### config.mk
export PLATFORM = sky130hd
export DESIGN_NAME = ccdfe_top
export DESIGN_NICKNAME = d
export VERILOG_FILES = /design/src/core/ccdfe_pkg.sv /design/src/core/ccdfe_top.sv
export SDC_FILE = /design/constraint.sdc
export NUM_CORES = 1
export LEC_CHECK = 0
export ABC_AREA = 1
export BUFFER_PORTS_ARGS = -buffer_cell sky130_fd_sc_hd__buf_2
export CORE_MARGIN = 4
export CORE_UTILIZATION = 25
export CTS_BUF_LIST = sky130_fd_sc_hd__clkbuf_8
export CTS_CLUSTER_DIAMETER = 80
export DETAILED_ROUTE_END_ITERATION = 10
export SETUP_SLACK_MARGIN = 0.4
export SLEW_MARGIN = 5
export SYNTH_ARGS = -nofsm -noshare
export SYNTH_HDL_FRONTEND = slang
export SYNTH_SLANG_ARGS = --single-unit
### constraint.sdc
create_clock -name sys_clk -period 8.92 [get_ports sys_clk]
set_clock_uncertainty 0.2 [all_clocks]
set_input_delay 1.784 -clock sys_clk [delete_from_list [all_inputs] [get_ports sys_clk]]
set_output_delay 1.784 -clock sys_clk [all_outputs]
set_load 0.03 [all_outputs]
### src/core/ccdfe_pkg.sv
// Package for the CCD front-end gain steering block.
// Assumes one 100 MHz master clock and a word-wide Avalon-MM register bus.
package ccdfe_pkg;
  // Clock rate and timing
  localparam int CLK_MHZ = 100;
  localparam int HCNT_RESET_DELAY = 7;
  localparam logic [2:0] HDLY_LOAD = 3'(HCNT_RESET_DELAY - 1);

  // Register indices, byte address is four times the index
  localparam logic [7:0] IDX_OPR_MODE = 8'h00;
  localparam logic [7:0] IDX_AFE_CTL = 8'h01;
  localparam logic [7:0] IDX_AFE_OPER = 8'h02;
  localparam logic [7:0] IDX_MODE_SEL = 8'h03;
  localparam logic [7:0] IDX_CLAMP_LVL = 8'h04;
  localparam logic [7:0] IDX_VGA_GAIN = 8'h05;
  localparam logic [7:0] IDX_GAIN_LOW = 8'h06;
  localparam logic [7:0] IDX_GAIN_HIGH = 8'h07;
  localparam logic [7:0] IDX_STATUS = 8'h08;
  localparam logic [7:0] IDX_SAMPLE = 8'h63;

  // Field positions
  localparam int OPR_CLAMP_OFF = 2;
  localparam int OPR_RATE_LSB = 6;
  localparam int CTL_TRISTATE = 3;
  localparam int CTL_TRANSP = 4;
  localparam int CTL_GRAY = 5;
  localparam int CTL_PHASE_LSB = 6;
  localparam int OPER_SGAIN_LSB = 10;
  localparam int SAMP_SIG_LSB = 6;

  // Values after reset
  localparam logic [15:0] RST_OPR = 16'h0000;
  localparam logic [15:0] RST_CTL = 16'h0000;
  localparam logic [15:0] RST_OPER = 16'h0000;
  localparam logic [7:0] RST_CLAMP = 8'h00;
  localparam logic [9:0] RST_VGA = 10'h000;
  localparam logic [17:0] RST_GAIN = 18'h00000;
  localparam logic [11:0] RST_SAMPLE = 12'h000;

  // Gain arithmetic in units of 0.0001 dB
  localparam logic [19:0] VGA_STEP = 20'h0015f;
  localparam logic [19:0] VGA_BASE = 20'h0ea60;
  localparam logic [19:0] COLOR_MUL = 20'h015f9;
  localparam logic [19:0] GAIN_LIMIT = 20'h668a0;
  localparam int CLAMP_SHIFT = 4;

  // Steering modes and sampler gain codes
  typedef enum logic [1:0] {MODE_PROG, MODE_INTER, MODE_THREE, MODE_SPARE} ccdfe_mode_t;
  typedef enum logic [1:0] {SG_0DB, SG_M2DB, SG_M4DB} ccdfe_sgain_t;

  // Gain outputs toward the amplifier chain
  typedef struct packed {
    logic [8:0] color_code;
    logic [1:0] color_sel;
    logic [9:0] vga_code;
    logic [18:0] total_gain;
    logic clipped;
    ccdfe_sgain_t sampler_gain;
  } ccdfe_gain_t;
endpackage : ccdfe_pkg

### src/core/ccdfe_top.sv
// Control logic of a CCD analog front end: steering, gains, clamp, output.
// Assumes sync and clamp pins asynchronous, converter data on the master clock.
// Notes on behaviour
// - Two-bit field picks sampler gain: 0, -2, -4, 0 dB.
// - Four colour gains, one chosen per pixel by the steering mode.
// - Progressive: vertical sync fall returns steering to gain 0/1 line.
// - Progressive and three-field: horizontal sync fall swaps 0/1 and 2/3 lines.
// - Progressive: vertical sync fall clears field counter.
// - Interlaced: vertical sync fall toggles field counter 0/1.
// - Interlaced: each line starts on 0/1 for field 0, 2/3 for field 1.
// - Three-field: vertical sync fall steps field counter 0, 1, 2.
// - Three-field: fields 0 and 2 start 0/1 line, field 1 starts 2/3.
// - Colour gains are 9-bit codes, two per register.
// - Variable gain 10-bit code, 0.0351 dB per step plus 6 dB.
// - Total gain above 42 dB is clipped to 42 dB.
// - In black interval, filter error against clamp level, feed a DAC correction.
// - Clamp-off bit stops the loop; clamp level becomes a plain offset.
// - Clamp updates once per line, or every few lines if chosen.
// - Output latched at output phase, or transparent when bit set.
// - Tristate bit disables the data outputs.
// - Output binary by default, gray code when bit set.
// - Sample edges placed by sample register, reference before signal.
// - Pixel counter resets seven clocks after horizontal fall; steering follows.
//
// Implementation choices: register access over Avalon-MM and the address map.
module ccdfe_top import ccdfe_pkg::*; #(
  parameter int DATA_W = 12
) (
  // Clock and reset
  input wire logic sys_clk,
  input wire logic reset_n,
  // Avalon-MM slave
  input wire logic [9:0] avs_address,
  input wire logic avs_read,
  input wire logic avs_write,
  input wire logic [31:0] avs_writedata,
  output logic [31:0] avs_readdata,
  output logic avs_waitrequest,
  // Sync and clamp pins
  input wire logic vertical_sync,
  input wire logic horizontal_sync,
  input wire logic black_clamp_pulse,
  // Converter side
  input wire logic [DATA_W-1:0] adc_data,
  output logic [13:0] clamp_dac,
  output ccdfe_gain_t gain_out,
  output logic [5:0] reference_sample_clock,
  output logic [5:0] signal_sample_clock,
  output logic [5:0] out_latch_phase,
  output logic [11:0] pixel_count,
  output logic [1:0] field_counter,
  // Data outputs toward the image processor
  output logic [DATA_W-1:0] data_out,
  output logic data_oe
);

  typedef struct packed {
    logic vs_s1, vs_s2, vs_prev;
    logic hs_s1, hs_s2, hs_prev;
    logic cp_s1, cp_s2, cp_prev;
    logic [15:0] opr, ctl, oper;
    ccdfe_mode_t mode;
    logic [7:0] clamp_lvl;
    logic [9:0] vga;
    logic [17:0] gain_low, gain_high;
    logic [11:0] samp;
    logic ack;
    logic [31:0] rdata;
    logic [2:0] hdly;
    logic [11:0] pix_cnt;
    logic [1:0] field;
    logic pattern;
    logic parity;
    logic signed [19:0] err_acc;
    logic signed [13:0] corr;
    logic [2:0] line_cnt;
    logic [13:0] dac;
    logic [DATA_W-1:0] stage1, dout;
    logic oe;
    ccdfe_gain_t gain;
    logic [5:0] ref_ph, sig_ph;
  } ccdfe_state_t;

  ccdfe_state_t st_q, st_d;
  logic rst_s1_q, rst_s2_q;
  logic rst_n;

  function automatic ccdfe_sgain_t sgain_decode(input logic [1:0] code);
    unique case (code)
      2'b01: sgain_decode = SG_M2DB;
      2'b10: sgain_decode = SG_M4DB;
      default: sgain_decode = SG_0DB;
    endcase
  endfunction : sgain_decode

  function automatic logic [19:0] raw_gain(input logic [8:0] color, input logic [9:0] vga);
    logic [31:0] c;
    logic [31:0] v;
    c = (32'(color) * 32'(COLOR_MUL)) >> 4;
    v = 32'(vga) * 32'(VGA_STEP) + 32'(VGA_BASE);
    raw_gain = 20'(c + v);
  endfunction : raw_gain

  function automatic logic [DATA_W-1:0] to_gray(input logic [DATA_W-1:0] b);
    to_gray = b ^ (b >> 1);
  endfunction : to_gray

  // Reset release through two flops
  always_ff @(posedge sys_clk or negedge reset_n) begin
    if (!reset_n) begin
      rst_s1_q <= 1'b0;
      rst_s2_q <= 1'b0;
    end else begin
      rst_s1_q <= 1'b1;
      rst_s2_q <= rst_s1_q;
    end
  end
  assign rst_n = rst_s2_q;

  logic req;
  logic [7:0] idx;
  logic vs_fall, hs_fall, cp_fall, cnt_reset;
  logic [19:0] raw;
  logic [8:0] color_now;
  logic [1:0] sel_now;
  logic signed [13:0] err;
  logic signed [19:0] corr_next;
  logic [DATA_W-1:0] fmt;
  logic [2:0] rate_mask;

  assign req = avs_read | avs_write;
  assign idx = avs_address[9:2];
  assign vs_fall = st_q.vs_prev & ~st_q.vs_s2;
  assign hs_fall = st_q.hs_prev & ~st_q.hs_s2;
  assign cp_fall = st_q.cp_prev & ~st_q.cp_s2;
  assign cnt_reset = (st_q.hdly == 3'h1);

  always_comb begin
    st_d = st_q;
    // Synchronisers and edge history
    st_d.vs_s1 = vertical_sync;
    st_d.vs_s2 = st_q.vs_s1;
    st_d.vs_prev = st_q.vs_s2;
    st_d.hs_s1 = horizontal_sync;
    st_d.hs_s2 = st_q.hs_s1;
    st_d.hs_prev = st_q.hs_s2;
    st_d.cp_s1 = black_clamp_pulse;
    st_d.cp_s2 = st_q.cp_s1;
    st_d.cp_prev = st_q.cp_s2;

    // Bus: capture on first edge, answer on second
    st_d.ack = req & ~st_q.ack;
    if (req && !st_q.ack) begin
      unique case (idx)
        IDX_OPR_MODE: st_d.rdata = {16'h0000, st_q.opr};
        IDX_AFE_CTL: st_d.rdata = {16'h0000, st_q.ctl};
        IDX_AFE_OPER: st_d.rdata = {16'h0000, st_q.oper};
        IDX_MODE_SEL: st_d.rdata = {30'h0, st_q.mode};
        IDX_CLAMP_LVL: st_d.rdata = {24'h0, st_q.clamp_lvl};
        IDX_VGA_GAIN: st_d.rdata = {22'h0, st_q.vga};
        IDX_GAIN_LOW: st_d.rdata = {14'h0, st_q.gain_low};
        IDX_GAIN_HIGH: st_d.rdata = {14'h0, st_q.gain_high};
        IDX_STATUS: st_d.rdata = {2'h0, st_q.corr, st_q.gain.clipped, st_q.gain.color_sel,
                                  st_q.field, st_q.pix_cnt[10:0]};
        IDX_SAMPLE: st_d.rdata = {20'h0, st_q.samp};
        default: st_d.rdata = 32'h0;
      endcase
    end
    if (avs_write && st_q.ack) begin
      unique case (idx)
        IDX_OPR_MODE: st_d.opr = avs_writedata[15:0];
        IDX_AFE_CTL: st_d.ctl = avs_writedata[15:0];
        IDX_AFE_OPER: st_d.oper = avs_writedata[15:0];
        IDX_MODE_SEL: st_d.mode = ccdfe_mode_t'(avs_writedata[1:0]);
        IDX_CLAMP_LVL: st_d.clamp_lvl = avs_writedata[7:0];
        IDX_VGA_GAIN: st_d.vga = avs_writedata[9:0];
        IDX_GAIN_LOW: st_d.gain_low = avs_writedata[17:0];
        IDX_GAIN_HIGH: st_d.gain_high = avs_writedata[17:0];
        IDX_SAMPLE: st_d.samp = avs_writedata[11:0];
        default: st_d.ctl = st_q.ctl;
      endcase
    end

    // Pixel counter reset delayed after horizontal fall
    if (hs_fall) begin
      st_d.hdly = HDLY_LOAD;
    end else if (st_q.hdly != 3'h0) begin
      st_d.hdly = st_q.hdly - 3'h1;
    end
    if (cnt_reset) begin
      st_d.pix_cnt = 12'h000;
    end else if (st_q.pix_cnt != 12'hfff) begin
      st_d.pix_cnt = st_q.pix_cnt + 12'h001;
    end

    // Per-pixel alternation, even gain at counter reset
    st_d.parity = cnt_reset ? 1'b0 : ~st_q.parity;

    // Line pattern at counter reset
    if (cnt_reset) begin
      if (st_q.mode == MODE_INTER) begin
        st_d.pattern = st_q.field[0];
      end else begin
        st_d.pattern = ~st_q.pattern;
      end
    end

    // Field counter on vertical fall
    if (vs_fall) begin
      unique case (st_q.mode)
        MODE_INTER: begin
          st_d.field = {1'b0, ~st_q.field[0]};
          st_d.pattern = ~st_q.field[0];
        end
        MODE_THREE: begin
          st_d.field = (st_q.field >= 2'd2) ? 2'd0 : st_q.field + 2'd1;
          st_d.pattern = (st_q.field == 2'd0);
        end
        default: begin
          st_d.field = 2'd0;
          st_d.pattern = 1'b0;
        end
      endcase
    end

    // Gain steering and clipping
    sel_now = {st_q.pattern, st_q.parity};
    unique case (sel_now)
      2'd0: color_now = st_q.gain_low[8:0];
      2'd1: color_now = st_q.gain_low[17:9];
      2'd2: color_now = st_q.gain_high[8:0];
      default: color_now = st_q.gain_high[17:9];
    endcase
    raw = raw_gain(color_now, st_q.vga);
    st_d.gain.color_code = color_now;
    st_d.gain.color_sel = sel_now;
    st_d.gain.vga_code = st_q.vga;
    st_d.gain.clipped = raw > GAIN_LIMIT;
    st_d.gain.total_gain = (raw > GAIN_LIMIT) ? GAIN_LIMIT[18:0] : raw[18:0];
    st_d.gain.sampler_gain = sgain_decode(st_q.oper[OPER_SGAIN_LSB +: 2]);

    // Black clamp loop
    err = 14'(signed'({6'h0, st_q.clamp_lvl})) - 14'(signed'({2'b0, adc_data}));
    rate_mask = 3'((4'h1 << st_q.opr[OPR_RATE_LSB +: 2]) - 4'h1);
    corr_next = 20'(st_q.corr) + (st_q.err_acc >>> CLAMP_SHIFT);
    if (st_q.opr[OPR_CLAMP_OFF]) begin
      st_d.err_acc = 20'sh0;
      st_d.dac = {6'h0, st_q.clamp_lvl};
    end else begin
      if (st_q.cp_s2) begin
        st_d.err_acc = st_q.err_acc + 20'(err);
      end
      if (cp_fall) begin
        st_d.err_acc = 20'sh0;
        st_d.line_cnt = st_q.line_cnt + 3'h1;
        if ((st_q.line_cnt & rate_mask) == 3'h0) begin
          if (corr_next > 20'sh01fff) begin
            st_d.corr = 14'sh1fff;
          end else if (corr_next < -20'sh02000) begin
            st_d.corr = -14'sh2000;
          end else begin
            st_d.corr = corr_next[13:0];
          end
        end
      end
      st_d.dac = st_q.corr;
    end

    // Sample edge placement, signal after reference
    st_d.ref_ph = st_q.samp[5:0];
    if (st_q.samp[SAMP_SIG_LSB +: 6] > st_q.samp[5:0] || st_q.samp[5:0] == 6'h3f) begin
      st_d.sig_ph = st_q.samp[SAMP_SIG_LSB +: 6];
    end else begin
      st_d.sig_ph = st_q.samp[5:0] + 6'h01;
    end

    // Output coding, latch and enable
    fmt = st_q.ctl[CTL_GRAY] ? to_gray(adc_data) : adc_data;
    st_d.stage1 = fmt;
    st_d.dout = st_q.ctl[CTL_TRANSP] ? fmt : st_q.stage1;
    st_d.oe = ~st_q.ctl[CTL_TRISTATE];
  end

  always_ff @(posedge sys_clk or negedge rst_n) begin
    if (!rst_n) begin
      st_q <= '0;
      st_q.opr <= RST_OPR;
      st_q.ctl <= RST_CTL;
      st_q.oper <= RST_OPER;
      st_q.mode <= MODE_PROG;
      st_q.clamp_lvl <= RST_CLAMP;
      st_q.vga <= RST_VGA;
      st_q.gain_low <= RST_GAIN;
      st_q.gain_high <= RST_GAIN;
      st_q.samp <= RST_SAMPLE;
      st_q.ref_ph <= RST_SAMPLE[5:0];
      st_q.sig_ph <= RST_SAMPLE[5:0] + 6'h01;
    end else begin
      st_q <= st_d;
    end
  end

  assign avs_waitrequest = req & ~st_q.ack;
  assign avs_readdata = st_q.rdata;
  assign clamp_dac = st_q.dac;
  assign gain_out = st_q.gain;
  assign reference_sample_clock = st_q.ref_ph;
  assign signal_sample_clock = st_q.sig_ph;
  assign out_latch_phase = st_q.ctl[CTL_PHASE_LSB +: 6];
  assign pixel_count = st_q.pix_cnt;
  assign field_counter = st_q.field;
  assign data_out = st_q.dout;
  assign data_oe = st_q.oe;
endmodule : ccdfe_top

=== Yosys cells after proc, flatten, opt, wreduce, memory -nomap -nowiden ===
Cells that the tools add are included.

* Logic and storage cells: 143
* Input port bits: 61
* Output and inout bits: 135
* Register bits after elaboration: 310

* Magnitude comparators: 5
* Shift operators: 1
* Bitwise gates (word level): 16
* Equality and inequality tests: 18
* Reduce and logical (&&, ||, !) cells: 24
* Muxes and demuxes: 24
* Add/subtract/negate cells: 11
* Multipliers: 2

{| class="wikitable"
|+ Operators with widths
! operator !! count
|-
| $pmux 30 s10 || 1
|-
| $mux 14 || 4
|-
| $mux 12 || 4
|-
| $mux 20 || 2
|-
| $mux 37 || 1
|-
| $eq 8x3->1 const B || 4
|-
| $pmux 9 s3 || 1
|-
| $mul 9x13->22 const B || 1
|-
| $add 18x20->20 || 1
|-
| $add 19x16->20 const B || 1
|-
| $add 20x13->20 || 1
|-
| $gt 20x19->1 const B || 1
|-
| $reduce_and 2->1 || 10
|-
| $mul 10x9->19 const B || 1
|-
| $mux 19 || 1
|-
| $add 14x16->17 || 1
|-
| $gt 17x14->1 const B || 1
|-
| $lt 17x14->1 const B || 1
|-
| $eq 8x2->1 const B || 2
|-
| $sub 8x12->13 || 1
|-
| $add 12x1->12 const B || 1
|-
| $ne 12x12->1 const B || 1
|-
| $xor 12x11->12 || 1
|-
| $not 1->1 || 9
|-
| 32 further kinds || 49
|}

=== Logic depth before layout (Yosys ltp) ===
* Depth after elaboration: 7
* Depth in mapped cells: 46
* Mapped depth without buffers: 46

=== Worst setup path after synthesis ===
OpenSTA, ideal clock, no wires.

* Path type: register -> register
* Start: register st_q, in the netlist sel_now[1]
* End: register st_q, in the netlist gain_out[11]
* Slack: 927 ps
* Arrival time: 7662 ps
* Buffers on the path: 1
* Clock period less this slack: 7993 ps
* Library setup time: 130 ps
* Data required time: 8590 ps
* Cell stages (with the launch flop): 41
* Cells stage by stage: dfrtp_1 -> nor2_1 -> inv_1 -> o22ai_1 -> a21oi_1 -> nand2_1 -> xnor2_1 -> ha_1 -> nor2_1 -> inv_1 -> fa_1 -> fa_1 -> inv_1 -> fa_1 -> inv_1 -> ha_1 -> a21oi_1 -> a21boi_0 -> (+5 left out) -> inv_1 -> fa_1 -> fa_1 -> inv_1 -> ha_1 -> nand2_1 -> inv_1 -> nand2_1 -> nand3_1 -> a21oi_1 -> nand3_1 -> nand2_2 -> nand2_1 -> nor2_1 -> nand3_1 -> nand2_2 -> buf_6 -> a21oi_2

{| class="wikitable"
|+ RTL lines
! element !! RTL line !! text
|-
| start: declaration || ccdfe_top.sv:84 || <nowiki>ccdfe_state_t st_q, st_d;</nowiki>
|-
| start signal: assignment || ccdfe_top.sv:299 || <nowiki>st_q <= st_d;</nowiki>
|}

==> out/metrics.yaml <==
status:
  status: "completed"
cells_and_area:
  final_cells: 3764
  nFillCells: 8951
  syn_to_final_growth_pct: 13.8
  drive_above_1_share: 0.150
  nets: 2973
  fin_util: 0.287
floorplan:
  die_h_um: 298
  core_area_um2: 83400
  initial_core_util: 0.252
  io_pins: 196
  rows: 106
  die_x_um: 298
  dieArea_um2: 88700
synth:
  syn_inst: 2551
  ys_ff_latch: 308
  synth-edff-count: 0
  yosys.cell_count.top_type: "nand2_1"
  synth-async-reset-ratio: 1.00
  ys_warn_count: 0
  post_synth_num_cell_types: 49
  synth_top_area_frac: 0.366
  synth_area_leader_cell: "dfrtp_1"
  synth_area_leaders: "dfrtp_1, ha_1, nand2_1, fa_1, inv_1"
  synth-main-ff-cell: "dfrtp_1"
  syn_area_um2: 21000
  syn_avg_cell_area_um2: 8.24
  yosys-top-cells-count: "nand2_1, inv_1, dfrtp_1, o21ai_0, ha_1"
  ys_seq_area_frac: 0.367
timing:
  timing.fmax_mhz: 123
  whs_ns: 0.152
  hold_violations: 0
  rsz0062_at_grt: "no"
  finalMaxSlewViolations: 0
  min_period_over_period: 0.911
  worst_pin_slew_ns: 1.12
  slew_headroom: 0.251
  tns_ns: 0
  period_needed_ns: 8.12
  setup_violations: 0
clock_network:
  cts_tree: "done"
  cts_sinks: 308
  cts_buffer_depth: 3
  clkSlewWorstSetupHoldPaths_ns: 0.06
  h-tree-depth: 2
  hold_buffers: 0
  cts-root-buf: "clkbuf_8"
  numCtsBuffers: 56
  clk_latency_ns: 0.66
place:
  port_buffers: 177
  hpwl_mm: 47.9
  place_congestion: 0.892
  dp_cells: 3657
grt:
  busiest_layer: "met2"
  use_met1: 0.194
  grt-ovfl-total: 0
  grt_util_all_layers: 0.136
  met2_usage: 0.215
  grt_pass1_vias: 16100
  grt_pass1_wl_mm: 94.7
  grt_start_max_net_pins: 71
  met3_usage: 0.0290
  antenna_found_initial: 8
pwr:
  p_per_area_nw_per_um2: 393
  p_leak_nw: 12.6
  vdd.ir_drop.worst_v: 0.000423
critical_path:
  crit_path_max_fanout: 6
  slowest_delay_ns: 0.54
  cp_slowest_cell: "fa_1"
  crit_path_end_kind: "register"
  criticalPathCategory: "register to register"
  startpoint_type: "register"
  cp.required_ns: 9.23
  arrival_ns: 8.44
  cpMostUsedCell: "inv_1"
routing:
  drt-total-wl_mm: 61.6
  ant_nets: 0
  vias: 16800
  first_pass_iters: 5
  drt_iter0_drc: 1237
  drc: 0
  post_drt_via_cell_ratio: 4.45
  wl_per_cell_um: 16.4
worst_hold_path:
  hp-class: "register to register"
run:
  drv_cap: 0
cells by family (layout without fill, tap and decap cells):
logic type               after synthesis  in the layout  synth area share
AO/OA/AOI/OAI                        462            462             0.123
other                                  2              5          0.000357
AND/OR/NAND/NOR                      820            820             0.158
buffers and inverters                640            770             0.139
XOR/XNOR                              54             54            0.0229
adder cells (fa/ha/maj)              265            265             0.190
flip-flops                           308            308             0.367
per-layer routing:
layer	routed length, µm	share of wire
met1	29000	0.47
met2	27400	0.44
met3	4290	0.070
met4	907	0.015
met5	13	0.00021
report_power, final:
part	leakage, nW	internal (W)	switching [W]
Sequential	4.00	0.00164	0.000184
Clock	0.641	0.000802	0.000642
Combinational	7.97	0.00232	0.00381
Total	12.6	0.00476	0.00463
final timing paths:
check	startpoint	end	slack [ns]	cells past startpoint
worst max-delay path	sel_now[0]	gain_out[11]	0.80	40
worst min-delay path	st_d[306]	st_d[305]	0.15	0
worst max register to register	sel_now[0]	gain_out[11]	0.80	40
worst min register to register	st_d[306]	st_d[305]	0.15	0
max in group asynchronous	rst_n	gain_out[21]	6.00	2
min in group asynchronous	rst_n	reference_sample_clock[0]	0.21	0
worst max-delay path, delay by kind of cell, from the launching register on:
kind	cells	cell delay, ns
fa+ha+maj	9	3.86
xor+xnor	2	0.43
buf+inv	11	0.94
flops	1	0.45
simple gates	13	1.35
compound gates	5	0.68
sequential cells by signal, summed over array words and instances, names as in the netlist:
name,flops
signal_sample_clock,6
sel_now,2
data_oe,1
out_latch_phase,6
gain_out,43
reference_sample_clock,6
avs_readdata,30
field_counter,2
clamp_dac,14
st_d,22
rst_n,1
data_out,12
pixel_count,12
st_q,150
rst_s1_q,1
final cells by class:
class / count / area (µm²) / share of cell area
Multi-Input combinational cell: 1604 / 10800 / 0.450
Sequential cell: 308 / 7710 / 0.323
Inverter: 462 / 1730 / 0.0725
Clock inverter: 22 / 205 / 0.00858
Clock buffer: 71 / 977 / 0.0409
Antenna cell: 2 / 5.00 / 0.000209
Timing Repair Buffer: 215 / 1180 / 0.0492
Tap cell: 1080 / 1350 / 0.0565
per-stage QoR:
| step | power, W | instance area, µm² | worst slack, ns |
|---|---|---|---|
| final | 0.00939 | 23900 | 0.795 |
| after global placement | 0.00734 | 22300 | 0.180 |
| after global routing | 0.0104 | 23900 | 0.346 |
| after CTS | 0.00890 | 23500 | 0.411 |
| after detailed placement | 0.00738 | 22300 | 0.151 |
| after floorplan | 0.00613 | 21000 | 0.927 |
what timing repair did:
action	in CTS	in global routing
endpoints found under the hold margin	0	0
cloned	0	0
buffers inserted	0	12
endpoints found under the setup margin	19	20
resized for setup	8	87
pin swaps	0	32
cell usage in the layout, fill, tap and decap left out, types with 11 or more instances in the layout:
cell and count:
nor2_1 111, a21oi_1 115, nand4_1 12, a31oi_1 11, xnor2_1 19, o22ai_1 23, xor2_1 30, nand2_1 551
a21oi_2 17, ha_1 165, nand3_1 67, nand2_2 15, buf_4 35, fa_1 88, nor3_1 20, o21ai_0 227
dfrtp_1 304, inv_1 457, inv_2 12, buf_2 177, clkbuf_8 71
Note: power is estimated with default switching activity, not from simulation.
